==> src/verilog/swlcs_pkg.sv <==
// Package with register map, field layout and carrier types of the link control block.
package swlcs_pkg;
    // Register indices; byte address is four times the index.
    localparam logic [9:0] IDX_RSVD_A = 10'h010;
    localparam logic [9:0] IDX_RSVD_B = 10'h011;
    localparam logic [9:0] IDX_DBG    = 10'h01f;
    localparam logic [9:0] IDX_EXT    = 10'h020;
    localparam logic [9:0] IDX_PROC   = 10'h040;
    localparam logic [9:0] IDX_CFG    = 10'h080;
    localparam logic [9:0] IDX_STAT   = 10'h0a0;
    localparam int NUM_LINKS = 8;

    // Field positions.
    localparam int DBG_ZERO_BIT  = 0;
    localparam int DBG_ONE_BIT   = 1;
    localparam int DBG_RSVD_BIT  = 4;
    localparam int ST_TYPE_LO    = 24;
    localparam int ST_DEST_LO    = 16;
    localparam int ST_DIR_LO     = 8;
    localparam int ST_NET_LO     = 4;
    localparam int ST_JUNK_BIT   = 2;
    localparam int ST_DUSE_BIT   = 1;
    localparam int ST_SUSE_BIT   = 0;
    localparam int CF_EN_BIT     = 31;
    localparam int CF_WIDE_BIT   = 30;
    localparam int CF_ERR_BIT    = 27;
    localparam int CF_ISSUED_BIT = 26;
    localparam int CF_HELD_BIT   = 25;
    localparam int CF_CREDIT_REQUEST_TOKEN_BIT  = 24;
    localparam int CF_RXRST_BIT  = 23;
    localparam int CF_SYM_LO     = 11;
    localparam int CF_TOK_LO     = 0;
    localparam int SL_EN_BIT     = 31;
    localparam int SL_CH_LO      = 0;

    // Reset values.
    localparam logic [1:0]  RST_RSVD = 2'h0;
    localparam logic [1:0]  RST_DBG  = 2'h0;
    localparam logic [3:0]  RST_DIR  = 4'h0;
    localparam logic [1:0]  RST_NET  = 2'h0;
    localparam logic [10:0] RST_GAP  = 11'h000;
    localparam logic [4:0]  RST_CH   = 5'h00;

    // Static register slot to link letter (A=0 .. H=7): C, D, A, B, G, H, E, F.
    localparam logic [2:0] STAT_LINK [8] = '{3'h2, 3'h3, 3'h0, 3'h1,
                                              3'h6, 3'h7, 3'h4, 3'h5};

    typedef enum logic [1:0] {
        SRC_SWITCH_LINK  = 2'h0,
        SRC_PROC_LINK    = 2'h1,
        SRC_CTRL_TARGET  = 2'h2,
        SRC_UNDEFINED    = 2'h3
    } swlcs_src_type;

    // Live state of one link as reported by the switch fabric.
    typedef struct packed {
        swlcs_src_type sourceTargetType;
        logic [7:0]    destLink;
        logic          junk;
        logic          destInUse;
        logic          srcInUse;
    } swlcs_link_stat_type;

    // Settings driven to one external link.
    typedef struct packed {
        logic        enable;
        logic        fiveWire;
        logic [3:0]  direction;
        logic [1:0]  network;
        logic [10:0] symbolGap;
        logic [10:0] tokenGap;
    } swlcs_link_cfg_type;

    // Events and levels reported by one external link.
    typedef struct packed {
        logic rxError;
        logic creditIssued;
        logic creditHeld;
        logic rxSpace;
    } swlcs_link_evt_type;
endpackage

==> src/verilog/swlcs_top.sv <==
// Link control and status registers of the packet switch, with an APB slave.
//Contract
// Debug source bit 0 marks core zero, bit 1 core one as last event raiser.
// Status bits 25:24 give source target kind: switch, processor, control, undefined.
// Status bits 23:16 hold destination link number while the link is used.
// External status bits 11:8 are a writable direction field, reset zero.
// Every link has writable network field 5:4, reset zero.
// Status bit 2 reads one while the current packet is junk.
// Status bit 1 shows destination side busy, bit 0 source side busy.
// Processor link registers start at 0x40, no direction field.
// Config bit 31 enables the external link and selects pin muxing.
// Config bit 30 picks 2-wire at zero (reset) or 5-wire at one.
// Read-only config bit 27 sets on receive overflow or illegal token.
// Read-only bit 26 shows this end has issued credit to remote.
// Read-only bit 25 shows this end holds credit to transmit.
// Writing one to bit 24 clears own credit and sends credit request.
// Writing one to bit 23 resets receiver to await a token start.
// Field 21:11 sets idle clocks between symbols, count minus one.
// Field 10:0 sets idle clocks between tokens, count minus one.
// Static bit 31 forwards all link traffic to one channel end.
// Static field 4:0 selects the receiving local channel end.
// Static registers from 0xA0 map to links C, D, A, B, G, H, E, F.
// Reserved registers hold two writable low bits, reset zero.
// Routed packets leave by direction of highest bit differing from node id.
// No end transmits without credit; credit granted only with buffer space.
//
// Local design decision: the APB register port.
module swlcs_top
    import swlcs_pkg::*;
(
    // Clock and reset.
    input  wire logic                                mclk,
    input  wire logic                                rst,
    // APB slave.
    input  wire logic                                psel,
    input  wire logic                                penable,
    input  wire logic                                pwrite,
    input  wire logic [11:0]                         paddr,
    input  wire logic [31:0]                         pwdata,
    output logic      [31:0]                         prdata,
    output logic                                     pready,
    output logic                                     pslverr,
    // Debug events, one-cycle pulses.
    input  wire logic                                coreZeroDebug,
    input  wire logic                                coreOneDebug,
    // Fabric status.
    input  wire swlcs_link_stat_type [NUM_LINKS-1:0] extStat,
    input  wire swlcs_link_stat_type [NUM_LINKS-1:0] procStat,
    // External link side.
    input  wire swlcs_link_evt_type  [NUM_LINKS-1:0] linkEvt,
    output swlcs_link_cfg_type       [NUM_LINKS-1:0] linkCfg,
    output logic      [NUM_LINKS-1:0]                creditRequest,
    output logic      [NUM_LINKS-1:0]                rxReset,
    output logic      [NUM_LINKS-1:0]                txPermit,
    output logic      [NUM_LINKS-1:0]                creditGrantOk,
    // Processor links and static forwarding, indexed by link letter A..H.
    output logic      [NUM_LINKS-1:0][1:0]           procNetwork,
    output logic      [NUM_LINKS-1:0]                staticEnable,
    output logic      [NUM_LINKS-1:0][4:0]           staticChanEnd,
    // Routing lookup.
    input  wire logic                                routeValid,
    input  wire logic [15:0]                         routeDest,
    input  wire logic [15:0]                         nodeId,
    input  wire logic [15:0][3:0]                    dirTable,
    output logic                                     routeDone,
    output logic      [3:0]                          routeDir,
    output logic                                     routeLocal
);
    // Bus decode.
    logic [9:0]  idx;
    logic [2:0]  sub;
    logic        accessPh;
    logic        hitRsvdA;
    logic        hitRsvdB;
    logic        hitDbg;
    logic        hitExt;
    logic        hitProc;
    logic        hitCfg;
    logic        hitStat;
    logic        mapped;
    logic        wrEn;
    logic [31:0] rdData;

    assign idx      = paddr[11:2];
    assign sub      = paddr[4:2];
    assign accessPh = psel & penable & ~pready;
    assign hitRsvdA = idx == IDX_RSVD_A;
    assign hitRsvdB = idx == IDX_RSVD_B;
    assign hitDbg   = idx == IDX_DBG;
    assign hitExt   = idx[9:3] == IDX_EXT[9:3];
    assign hitProc  = idx[9:3] == IDX_PROC[9:3];
    assign hitCfg   = idx[9:3] == IDX_CFG[9:3];
    assign hitStat  = idx[9:3] == IDX_STAT[9:3];
    assign mapped   = hitRsvdA | hitRsvdB | hitDbg | hitExt | hitProc | hitCfg | hitStat;
    assign wrEn     = accessPh & pwrite & mapped;

    // Register storage.
    logic [1:0] rsvdA_r;
    logic [1:0] rsvdB_r;
    logic [1:0] dbgSrc_r;
    logic       dbgRsvd_r;
    logic [NUM_LINKS-1:0] cfgErr_r;

    // Software-side reserved bits.
    always_ff @(posedge mclk) begin
        if (rst) begin
            rsvdA_r <= RST_RSVD;
            rsvdB_r <= RST_RSVD;
        end else begin
            if (wrEn & hitRsvdA)
                rsvdA_r <= pwdata[1:0];
            if (wrEn & hitRsvdB)
                rsvdB_r <= pwdata[1:0];
        end
    end

    // A debug event outranks a software write in the same cycle.
    always_ff @(posedge mclk) begin
        if (rst) begin
            dbgSrc_r  <= RST_DBG;
            dbgRsvd_r <= 1'b0;
        end else begin
            if (coreZeroDebug | coreOneDebug)
                dbgSrc_r <= {coreOneDebug, coreZeroDebug};
            else if (wrEn & hitDbg)
                dbgSrc_r <= {pwdata[DBG_ONE_BIT], pwdata[DBG_ZERO_BIT]};
            if (wrEn & hitDbg)
                dbgRsvd_r <= pwdata[DBG_RSVD_BIT];
        end
    end

    // Per-link registers.
    genvar g;
    generate
        for (g = 0; g < NUM_LINKS; g++) begin : gLink
            logic wrExt;
            logic wrProc;
            logic wrCfg;
            logic wrStat;
            logic linkHeld;
            assign wrExt    = wrEn & hitExt  & (sub == 3'(g));
            assign wrProc   = wrEn & hitProc & (sub == 3'(g));
            assign wrCfg    = wrEn & hitCfg  & (sub == 3'(g));
            assign wrStat   = wrEn & hitStat & (sub == 3'(g));
            assign linkHeld = linkEvt[g].creditHeld & ~creditRequest[g];

            always_ff @(posedge mclk) begin
                if (rst) begin
                    linkCfg[g].enable    <= 1'b0;
                    linkCfg[g].fiveWire  <= 1'b0;
                    linkCfg[g].direction <= RST_DIR;
                    linkCfg[g].network   <= RST_NET;
                    linkCfg[g].symbolGap <= RST_GAP;
                    linkCfg[g].tokenGap  <= RST_GAP;
                    procNetwork[g]       <= RST_NET;
                    cfgErr_r[g]          <= 1'b0;
                    creditRequest[g]     <= 1'b0;
                    rxReset[g]           <= 1'b0;
                    txPermit[g]          <= 1'b0;
                    creditGrantOk[g]     <= 1'b0;
                end else begin
                    if (wrExt) begin
                        linkCfg[g].direction <= pwdata[ST_DIR_LO+:4];
                        linkCfg[g].network   <= pwdata[ST_NET_LO+:2];
                    end
                    if (wrProc)
                        procNetwork[g] <= pwdata[ST_NET_LO+:2];
                    if (wrCfg) begin
                        linkCfg[g].enable    <= pwdata[CF_EN_BIT];
                        linkCfg[g].fiveWire  <= pwdata[CF_WIDE_BIT];
                        linkCfg[g].symbolGap <= pwdata[CF_SYM_LO+:11];
                        linkCfg[g].tokenGap  <= pwdata[CF_TOK_LO+:11];
                    end
                    // A new error wins over the clear by receiver reset.
                    if (linkEvt[g].rxError)
                        cfgErr_r[g] <= 1'b1;
                    else if (wrCfg & pwdata[CF_RXRST_BIT])
                        cfgErr_r[g] <= 1'b0;
                    creditRequest[g] <= wrCfg & pwdata[CF_CREDIT_REQUEST_TOKEN_BIT];
                    rxReset[g]       <= wrCfg & pwdata[CF_RXRST_BIT];
                    // Transmit is withheld the cycle a credit request is issued.
                    txPermit[g] <= linkCfg[g].enable & linkHeld
                                   & ~(wrCfg & pwdata[CF_CREDIT_REQUEST_TOKEN_BIT]);
                    creditGrantOk[g] <= linkCfg[g].enable & linkEvt[g].rxSpace;
                end
            end

            // Static slot g drives the link named by the slot table; the index is
            // a constant, so each element keeps exactly one driver.
            always_ff @(posedge mclk) begin
                if (rst) begin
                    staticEnable[STAT_LINK[g]]  <= 1'b0;
                    staticChanEnd[STAT_LINK[g]] <= RST_CH;
                end else if (wrStat) begin
                    staticEnable[STAT_LINK[g]]  <= pwdata[SL_EN_BIT];
                    staticChanEnd[STAT_LINK[g]] <= pwdata[SL_CH_LO+:5];
                end
            end
        end
    endgenerate

    // Status words share one layout for external and processor links.
    function automatic logic [31:0] statWord(input swlcs_link_stat_type s,
                                             input logic [3:0] dir,
                                             input logic [1:0] net);
        logic [31:0] w;
        w = 32'h0000_0000;
        w[ST_TYPE_LO+:2] = s.sourceTargetType;
        w[ST_DEST_LO+:8] = s.srcInUse ? s.destLink : 8'h00;
        w[ST_DIR_LO+:4]  = dir;
        w[ST_NET_LO+:2]  = net;
        w[ST_JUNK_BIT]   = s.junk;
        w[ST_DUSE_BIT]   = s.destInUse;
        w[ST_SUSE_BIT]   = s.srcInUse;
        return w;
    endfunction

    function automatic logic [31:0] cfgWord(input swlcs_link_cfg_type c,
                                            input swlcs_link_evt_type e,
                                            input logic err);
        logic [31:0] w;
        w = 32'h0000_0000;
        w[CF_EN_BIT]       = c.enable;
        w[CF_WIDE_BIT]     = c.fiveWire;
        w[CF_ERR_BIT]      = err;
        w[CF_ISSUED_BIT]   = e.creditIssued;
        w[CF_HELD_BIT]     = e.creditHeld;
        w[CF_SYM_LO+:11]   = c.symbolGap;
        w[CF_TOK_LO+:11]   = c.tokenGap;
        return w;
    endfunction

    logic [2:0] statLink;
    assign statLink = STAT_LINK[sub];

    always_comb begin
        rdData = 32'h0000_0000;
        if (hitRsvdA)
            rdData[1:0] = rsvdA_r;
        else if (hitRsvdB)
            rdData[1:0] = rsvdB_r;
        else if (hitDbg) begin
            rdData[DBG_ONE_BIT:DBG_ZERO_BIT] = dbgSrc_r;
            rdData[DBG_RSVD_BIT] = dbgRsvd_r;
        end else if (hitExt)
            rdData = statWord(extStat[sub], linkCfg[sub].direction, linkCfg[sub].network);
        else if (hitProc)
            rdData = statWord(procStat[sub], RST_DIR, procNetwork[sub]);
        else if (hitCfg)
            rdData = cfgWord(linkCfg[sub], linkEvt[sub], cfgErr_r[sub]);
        else if (hitStat) begin
            rdData[SL_EN_BIT] = staticEnable[statLink];
            rdData[SL_CH_LO+:5] = staticChanEnd[statLink];
        end
    end

    // One wait state: pready rises in the first access cycle's following edge.
    always_ff @(posedge mclk) begin
        if (rst) begin
            pready  <= 1'b0;
            pslverr <= 1'b0;
            prdata  <= 32'h0000_0000;
        end else begin
            pready  <= accessPh;
            pslverr <= accessPh & ~mapped;
            if (accessPh & ~pwrite)
                prdata <= rdData;
        end
    end

    // Routing: highest differing bit of destination and node id picks the direction.
    logic [3:0]  msbDiff;
    logic [15:0] diff;
    assign diff = routeDest ^ nodeId;

    always_comb begin
        msbDiff = 4'h0;
        for (int i = 0; i < 16; i++)
            if (diff[i])
                msbDiff = 4'(i);
    end

    always_ff @(posedge mclk) begin
        if (rst) begin
            routeDone  <= 1'b0;
            routeDir   <= RST_DIR;
            routeLocal <= 1'b0;
        end else begin
            routeDone <= routeValid;
            if (routeValid) begin
                routeDir   <= dirTable[msbDiff];
                routeLocal <= diff == 16'h0000;
            end
        end
    end
endmodule

==> config.mk <==
export PLATFORM = sky130hd
export DESIGN_NAME = swlcs_top
export DESIGN_NICKNAME = d
export VERILOG_FILES = /design/src/verilog/swlcs_pkg.sv /design/src/verilog/swlcs_top.sv
export SDC_FILE = /design/constraint.sdc
export NUM_CORES = 1
export LEC_CHECK = 0
export ABC_AREA = 1
export ABC_CLOCK_PERIOD_IN_PS = 5200
export BUFFER_PORTS_ARGS = -buffer_cell sky130_fd_sc_hd__clkbuf_2
export CORE_AREA = 5 5 290 292
export CTS_CLUSTER_DIAMETER = 120
export DETAILED_ROUTE_END_ITERATION = 8
export DIE_AREA = 0 0 295 297
export PLACE_DENSITY_LB_ADDON = 0.2
export SKIP_CTS_REPAIR_TIMING = 1
export SLEW_MARGIN = 20
export SYNTH_ARGS = -nofsm -noshare
export SYNTH_HDL_FRONTEND = slang
export SYNTH_SLANG_ARGS = --single-unit
==> constraint.sdc <==
create_clock -name mclk -period 5.2 [get_ports mclk]
set_clock_uncertainty 0.15 [all_clocks]
set_input_delay 1.04 -clock mclk [delete_from_list [all_inputs] [get_ports mclk]]
set_output_delay 1.04 -clock mclk [all_outputs]
set_load 0.02 [all_outputs]
---- Word level (Yosys, flattened, before mapping) ----
Memory sizes are Yosys's and may differ from the RTL's.
Cells that the tools add are included.
storage, ports and cells
  register bits ........................... 391
  ROM bits ................................ 24
  output and inout bits ................... 376
  word-level logic and storage cells ...... 343
  memories kept ........................... 1
memories
  memory            depth  width  rd ports  clocked after memory_dff  wr ports  line              text
  (name not given)  8      3      1         0                         0         swlcs_top.sv:234  assign statLink = STAT_LINK[sub];
cells by class
  $lt $le $gt $ge ......................... 4
  equal/unequal tests ..................... 14
  muxes and demuxes ....................... 70
  bitwise logic cells ..................... 121
  reduce and logical (&&, ||, !) cells .... 11
operator list
  cell                 number
  $and 1x1->1          93
  $bmux 30 s3          1
  $mux 30              3
  $bmux 13 s3          2
  $mux 32              2
  $mux 4               15
  $eq 10x5->1 const B  3
  $mux 27              1
  $mux 13              2
  $mux 26              1
  $mux 1               22
  $not 1->1            19
  $reduce_bool 2->1    9
  $bmux 4 s4           1
  $logic_not 16->1     1
  $mux 8               2
  $xor 16x16->16       1
  $bmux 5 s3           1
  $mux 5               3
  $eq 7x5->1 const B   2
  $mux 2               7
  $bmux 4 s3           1
  $eq 3x3->1 const B   4
  $mux 3               3
  other kinds (12)     21

---- Logic depth before layout (Yosys ltp) ----
  depth in word-level cells ............... 18
  mapped depth ............................ 26
  depth with buffers taken out ............ 25

---- Least setup slack after synthesis ----
Ideal clock, no wire load.
  path type ............................... input port to flip-flop
  start point ............................. input paddr[10]
  end point ............................... register linkCfg[94] (netlist bit)
  library setup time ...................... 128 ps
  arrival ................................. 2654 ps
  path slack .............................. 2269 ps
  cell stages on the path ................. 14
  buffers on the path ..................... 2
  cells stage by stage .................... nor2_1 inv_2 nor2_2 inv_2 nor4_4 nor3_1 nand4_1 nand2_2 nor2_4 nand2_1 buf_2 buf_2 a21oi_1 nor2_1
between the ends
  longest elaborated chain between the ends .. 10
RTL lines
  what                                   line                              text
  from (decl)                            swlcs_top.sv:38                   input wire logic [11:0] paddr,
  $eq 10x5->1, on equally long branches  swlcs_top.sv:87, swlcs_top.sv:88
  $or 1x1->1 (6 in a row)                swlcs_top.sv:94                   assign mapped = hitRsvdA | hitRsvdB | hitDbg | hitExt | hitProc | hitCfg | hitStat;
  $and 1x1->1                            swlcs_top.sv:95                   assign wrEn = accessPh & pwrite & mapped;
  $and 1x1->1 (*) (2 in a row)           swlcs_top.sv:143                  assign wrCfg = wrEn & hitCfg & (sub == 3'(g));
  to (decl)                              swlcs_top.sv:51                   output swlcs_link_cfg_type [NUM_LINKS-1:0] linkCfg,
Mark *: on every way between the ends. The rest lies on a longest branch, timed or not.
A chain may end at the register's enable or synchronous reset.

---- Worst setup path in the final report ----
  start point ............................. input paddr[5]
  end point ............................... register cfgErr_r[4]
between the ends
  longest elaborated chain between the ends .. 12
RTL lines
  what                                    line                              text
  $eq 10x5->1, on equally long branches   swlcs_top.sv:87, swlcs_top.sv:88
  $or 1x1->1 (6 in a row)                 swlcs_top.sv:94
  $and 1x1->1                             swlcs_top.sv:95
  $and 1x1->1 (*) (2 in a row)            swlcs_top.sv:143
  $and 1x1->1 (*)                         swlcs_top.sv:177                  else if (wrCfg & pwdata[CF_RXRST_BIT])
  $reduce_bool 2->1 (no source line) (*)  -
  to (signal, indexed assignment)         swlcs_top.sv:156                  cfgErr_r[g] <= 1'b0;
  to (signal, indexed assignment)         swlcs_top.sv:176                  cfgErr_r[g] <= 1'b1;
  to (signal, indexed assignment)         swlcs_top.sv:178                  cfgErr_r[g] <= 1'b0;
  to (decl)                               swlcs_top.sv:102                  logic [NUM_LINKS-1:0] cfgErr_r;
Marks and branches as above.

==> impl_metrics.toml <==
[floorplanning]
start_util_pct = 22.89
row_count = 105
dieArea_um2 = 87620
die_height_um = 297
ios = 764
core_area_um2 = 81320
chipWidth_um = 295

[sta]
whs_ns = 0.2609
rsz0062_at_grt = "no"
tightest_slew_ns = 1.148
fin_tns_setup_ns = 0
hold_viol_final = 0
fin_crit_sh_pct = 70.98
final.min_clock_period_ns = 3.691
drv_slew = 0
max_slew_margin_pct = 22.48
timing.fmax_mhz = 270.9
final-setup-viol-count = 0

[global_route]
grt_pass1_vias = 20993
overflow = 0
met3_usage_pct = 6.182
top_usage_layer = "met2"
antenna_found_initial = 14
track_usage_pct = 24.36
met1_usage_pct = 30.93
grt_pass1_wl_mm = 158.5
grt_start_max_net_pins = 165
grtUsageMet2_pct = 41.00

[yosys]
synth_top_cell_by_area = "dfxtp_1"
ys_warn_count = 0
synth_cell_types = 42
async_reset_ff_share_pct = 0
synthSimpleGateAreaFrac_pct = 22.12
yosys_most_used_dff = "dfxtp_1"
synthTopCellsByCount = "nand2_1 (534), dfxtp_1 (389), a21oi_1 (381), nand3_1 (258), inv_1 (240)"
synth_top_family_by_area = "compound AO/OA/AOI/OAI gates"
synth_adder_area_share_pct = 0
synth_mux_area_share_pct = 0.05376
yosys.area_share.xor_xnor_pct = 0.6586
syn_inst = 2659
synth_area_um2 = 18620
ys_seq_elements = 389
synth_top_area_share_pct = 41.83
synth-compound-area-share_pct = 25.37
avgSynthCellArea_um2 = 7.002
synth_sequential_area_ratio_pct = 41.83
synth_area_leaders = "dfxtp_1 (42%), nand2_1 (11%), a21oi_1 (10%), nand3_1 (6.9%), inv_1 (4.8%)"
synth.most_common_cell = "nand2_1"
synth_edf_count = 0

[setup_path]
worstSetupPathType = "in2reg"
startpoint_type = "primary input"
arrival_ns = 3.97
end_kind = "register"
worstPathMaxFanout = 36
cp_top_family = "simple AND/OR/NAND/NOR gates"
cp_cell_sequence = "clkbuf_2 > nor2_1 > inv_1 > nor3_2 > buf_4 > inv_1 > nor2_4 > nand2_2 > o21ai_0 > a21oi_1"
cpMostUsedCell = "inv_1"
crit_slowest_cell = "nand2_2"
cp_data_required_time_ns = 5.48
worst_path_largest_cell_delay_ns = 0.73
critPathBufInv = 4

[power]
peakVddDrop_mv = 0.2315
p_int_uw = 5398
power_uw = 7384
clkPwrFrac_pct = 48.3
switching_share_pct = 26.89
power_leakage_uw = 0.01053
p_comb_share_pct = 11.1
p_switching_uw = 1985
pwr-share-seq_pct = 40.6
power_density_nw_per_um2 = 292.8

[clocking]
cts_tree = "yes"
htreeDepth = 2
clk_transition_reported_paths_ns = 0.06
numCtsBuffers = 49
clk_latency_ns = 0.59
cts-root-buf = "clkbuf_16"
cts_sinks = 389
clockBufferDepth = 3

[status]
status = "finished, final reports clean"

[drt]
vias = 21964
wl_per_cell_um = 25.69
drc = 0
final_antenna_net_count = 0
drtIter0Drc = 1635
routed_via_density = 4.956
drtPass1Iterations = 5
routed_wl_mm = 113.9

[placement]
dp_hpwl_mm = 83.21
place_congestion = 0.8403
port_buffers = 753
dpl.cell_count = 4334

[layout]
areaGrowthSynthToFinish_pct = 35.47
drive_above_1_share_pct = 28.12
nNetsFinal = 3703
fin_cells = 4432

[flow_run]
cap_violations = 0

[min_path]
hold_class = "reg2reg"
-- worst reg2reg max path, delay by kind of cell (launching register included) --
family | cells | cell delay, ns
buffers and inverters | 2 | 0.21
DFF | 1 | 0.32
and+or+nand+nor | 5 | 1.54
AOI/OAI and AO/OA | 2 | 0.52
-- metrics by stage --
step	instance area, um^2	setup WS (ns)	util, %
detailed placement	23540	0.9039	28.95
floorplan	18620	2.269	-
finish	25220	1.509	31.01
global placement	23540	0.9224	28.95
CTS	25200	1.503	30.98
global route	25210	1.294	31.01
-- layout make-up --
class / count / area (um^2)
fill: 9038 / 56100
multi-input combinational: 1802 / 9091
sequential: 389 / 7787
timing repair buffer: 826 / 4390
clock buffer: 76 / 1480
tap: 1070 / 1339
inverter: 247 / 933.4
clock inverter: 13 / 177.7
antenna: 9 / 22.52
-- layout by cell type, fill, tap and decap left out, types with 51 or more instances in the layout --
cell	synthesis	final
clkbuf_2	0	751
nand2_1	534	523
dfxtp_1	389	389
a21oi_1	381	381
nand3_1	258	258
inv_1	240	236
o21ai_0	170	170
o22ai_1	97	97
nor2_1	104	94
buf_4	14	69
clkbuf_16	0	51
-- power by group through the flow --
stage / logic (uW) / registers, uW / clock network (uW)
after global routing: 892 / 3000 / 3760
after detailed placement: 825 / 3060 / 0
after floorplan: 396 / 3070 / 0
final: 821 / 3000 / 3570
after CTS: 827 / 3000 / 3650
after global placement: 826 / 3060 / 0
-- logic make-up after synthesis --
family | after synthesis
xor gates and xnor gates | 14
other | 1
DFF | 389
muxes | 1
and+or+nand+nor | 964
AOI/OAI and AO/OA | 821
buffers and inverters | 469
-- routing by layer --
metal | vias to the layer above | share of wire (%) | wire length, um
met1 | 10499 | 41 | 47120
met4 | 2 | 2.6 | 3010
met5 | - | 0.0070 | 8
li1 | 10485 | - | -
met2 | 851 | 48 | 54100
met3 | 127 | 8.4 | 9615
-- flip-flops by register name, indices dropped and copies added (netlist names) --
register	flops
staticChanEnd	40
txPermit	8
pready	1
routeDone	1
linkCfg	240
cfgErr_r	8
rxReset	8
creditGrantOk	8
procNetwork	16
dbgSrc_r	2
routeDir	4
routeLocal	1
dbgRsvd_r	1
rsvdA_r	2
staticEnable	8
prdata	30
rsvdB_r	2
pslverr	1
creditRequest	8
-- final timing paths --
check                    from          end  slack [ns]  cells after the start
max                  paddr[5]  cfgErr_r[4]        1.51                     10
max reg2reg            pready  cfgErr_r[4]        2.30                      9
min reg2reg  creditRequest[7]  txPermit[7]        0.26                      1
min          creditRequest[7]  txPermit[7]        0.26                      1
Note: power is estimated with default switching activity, not from simulation.
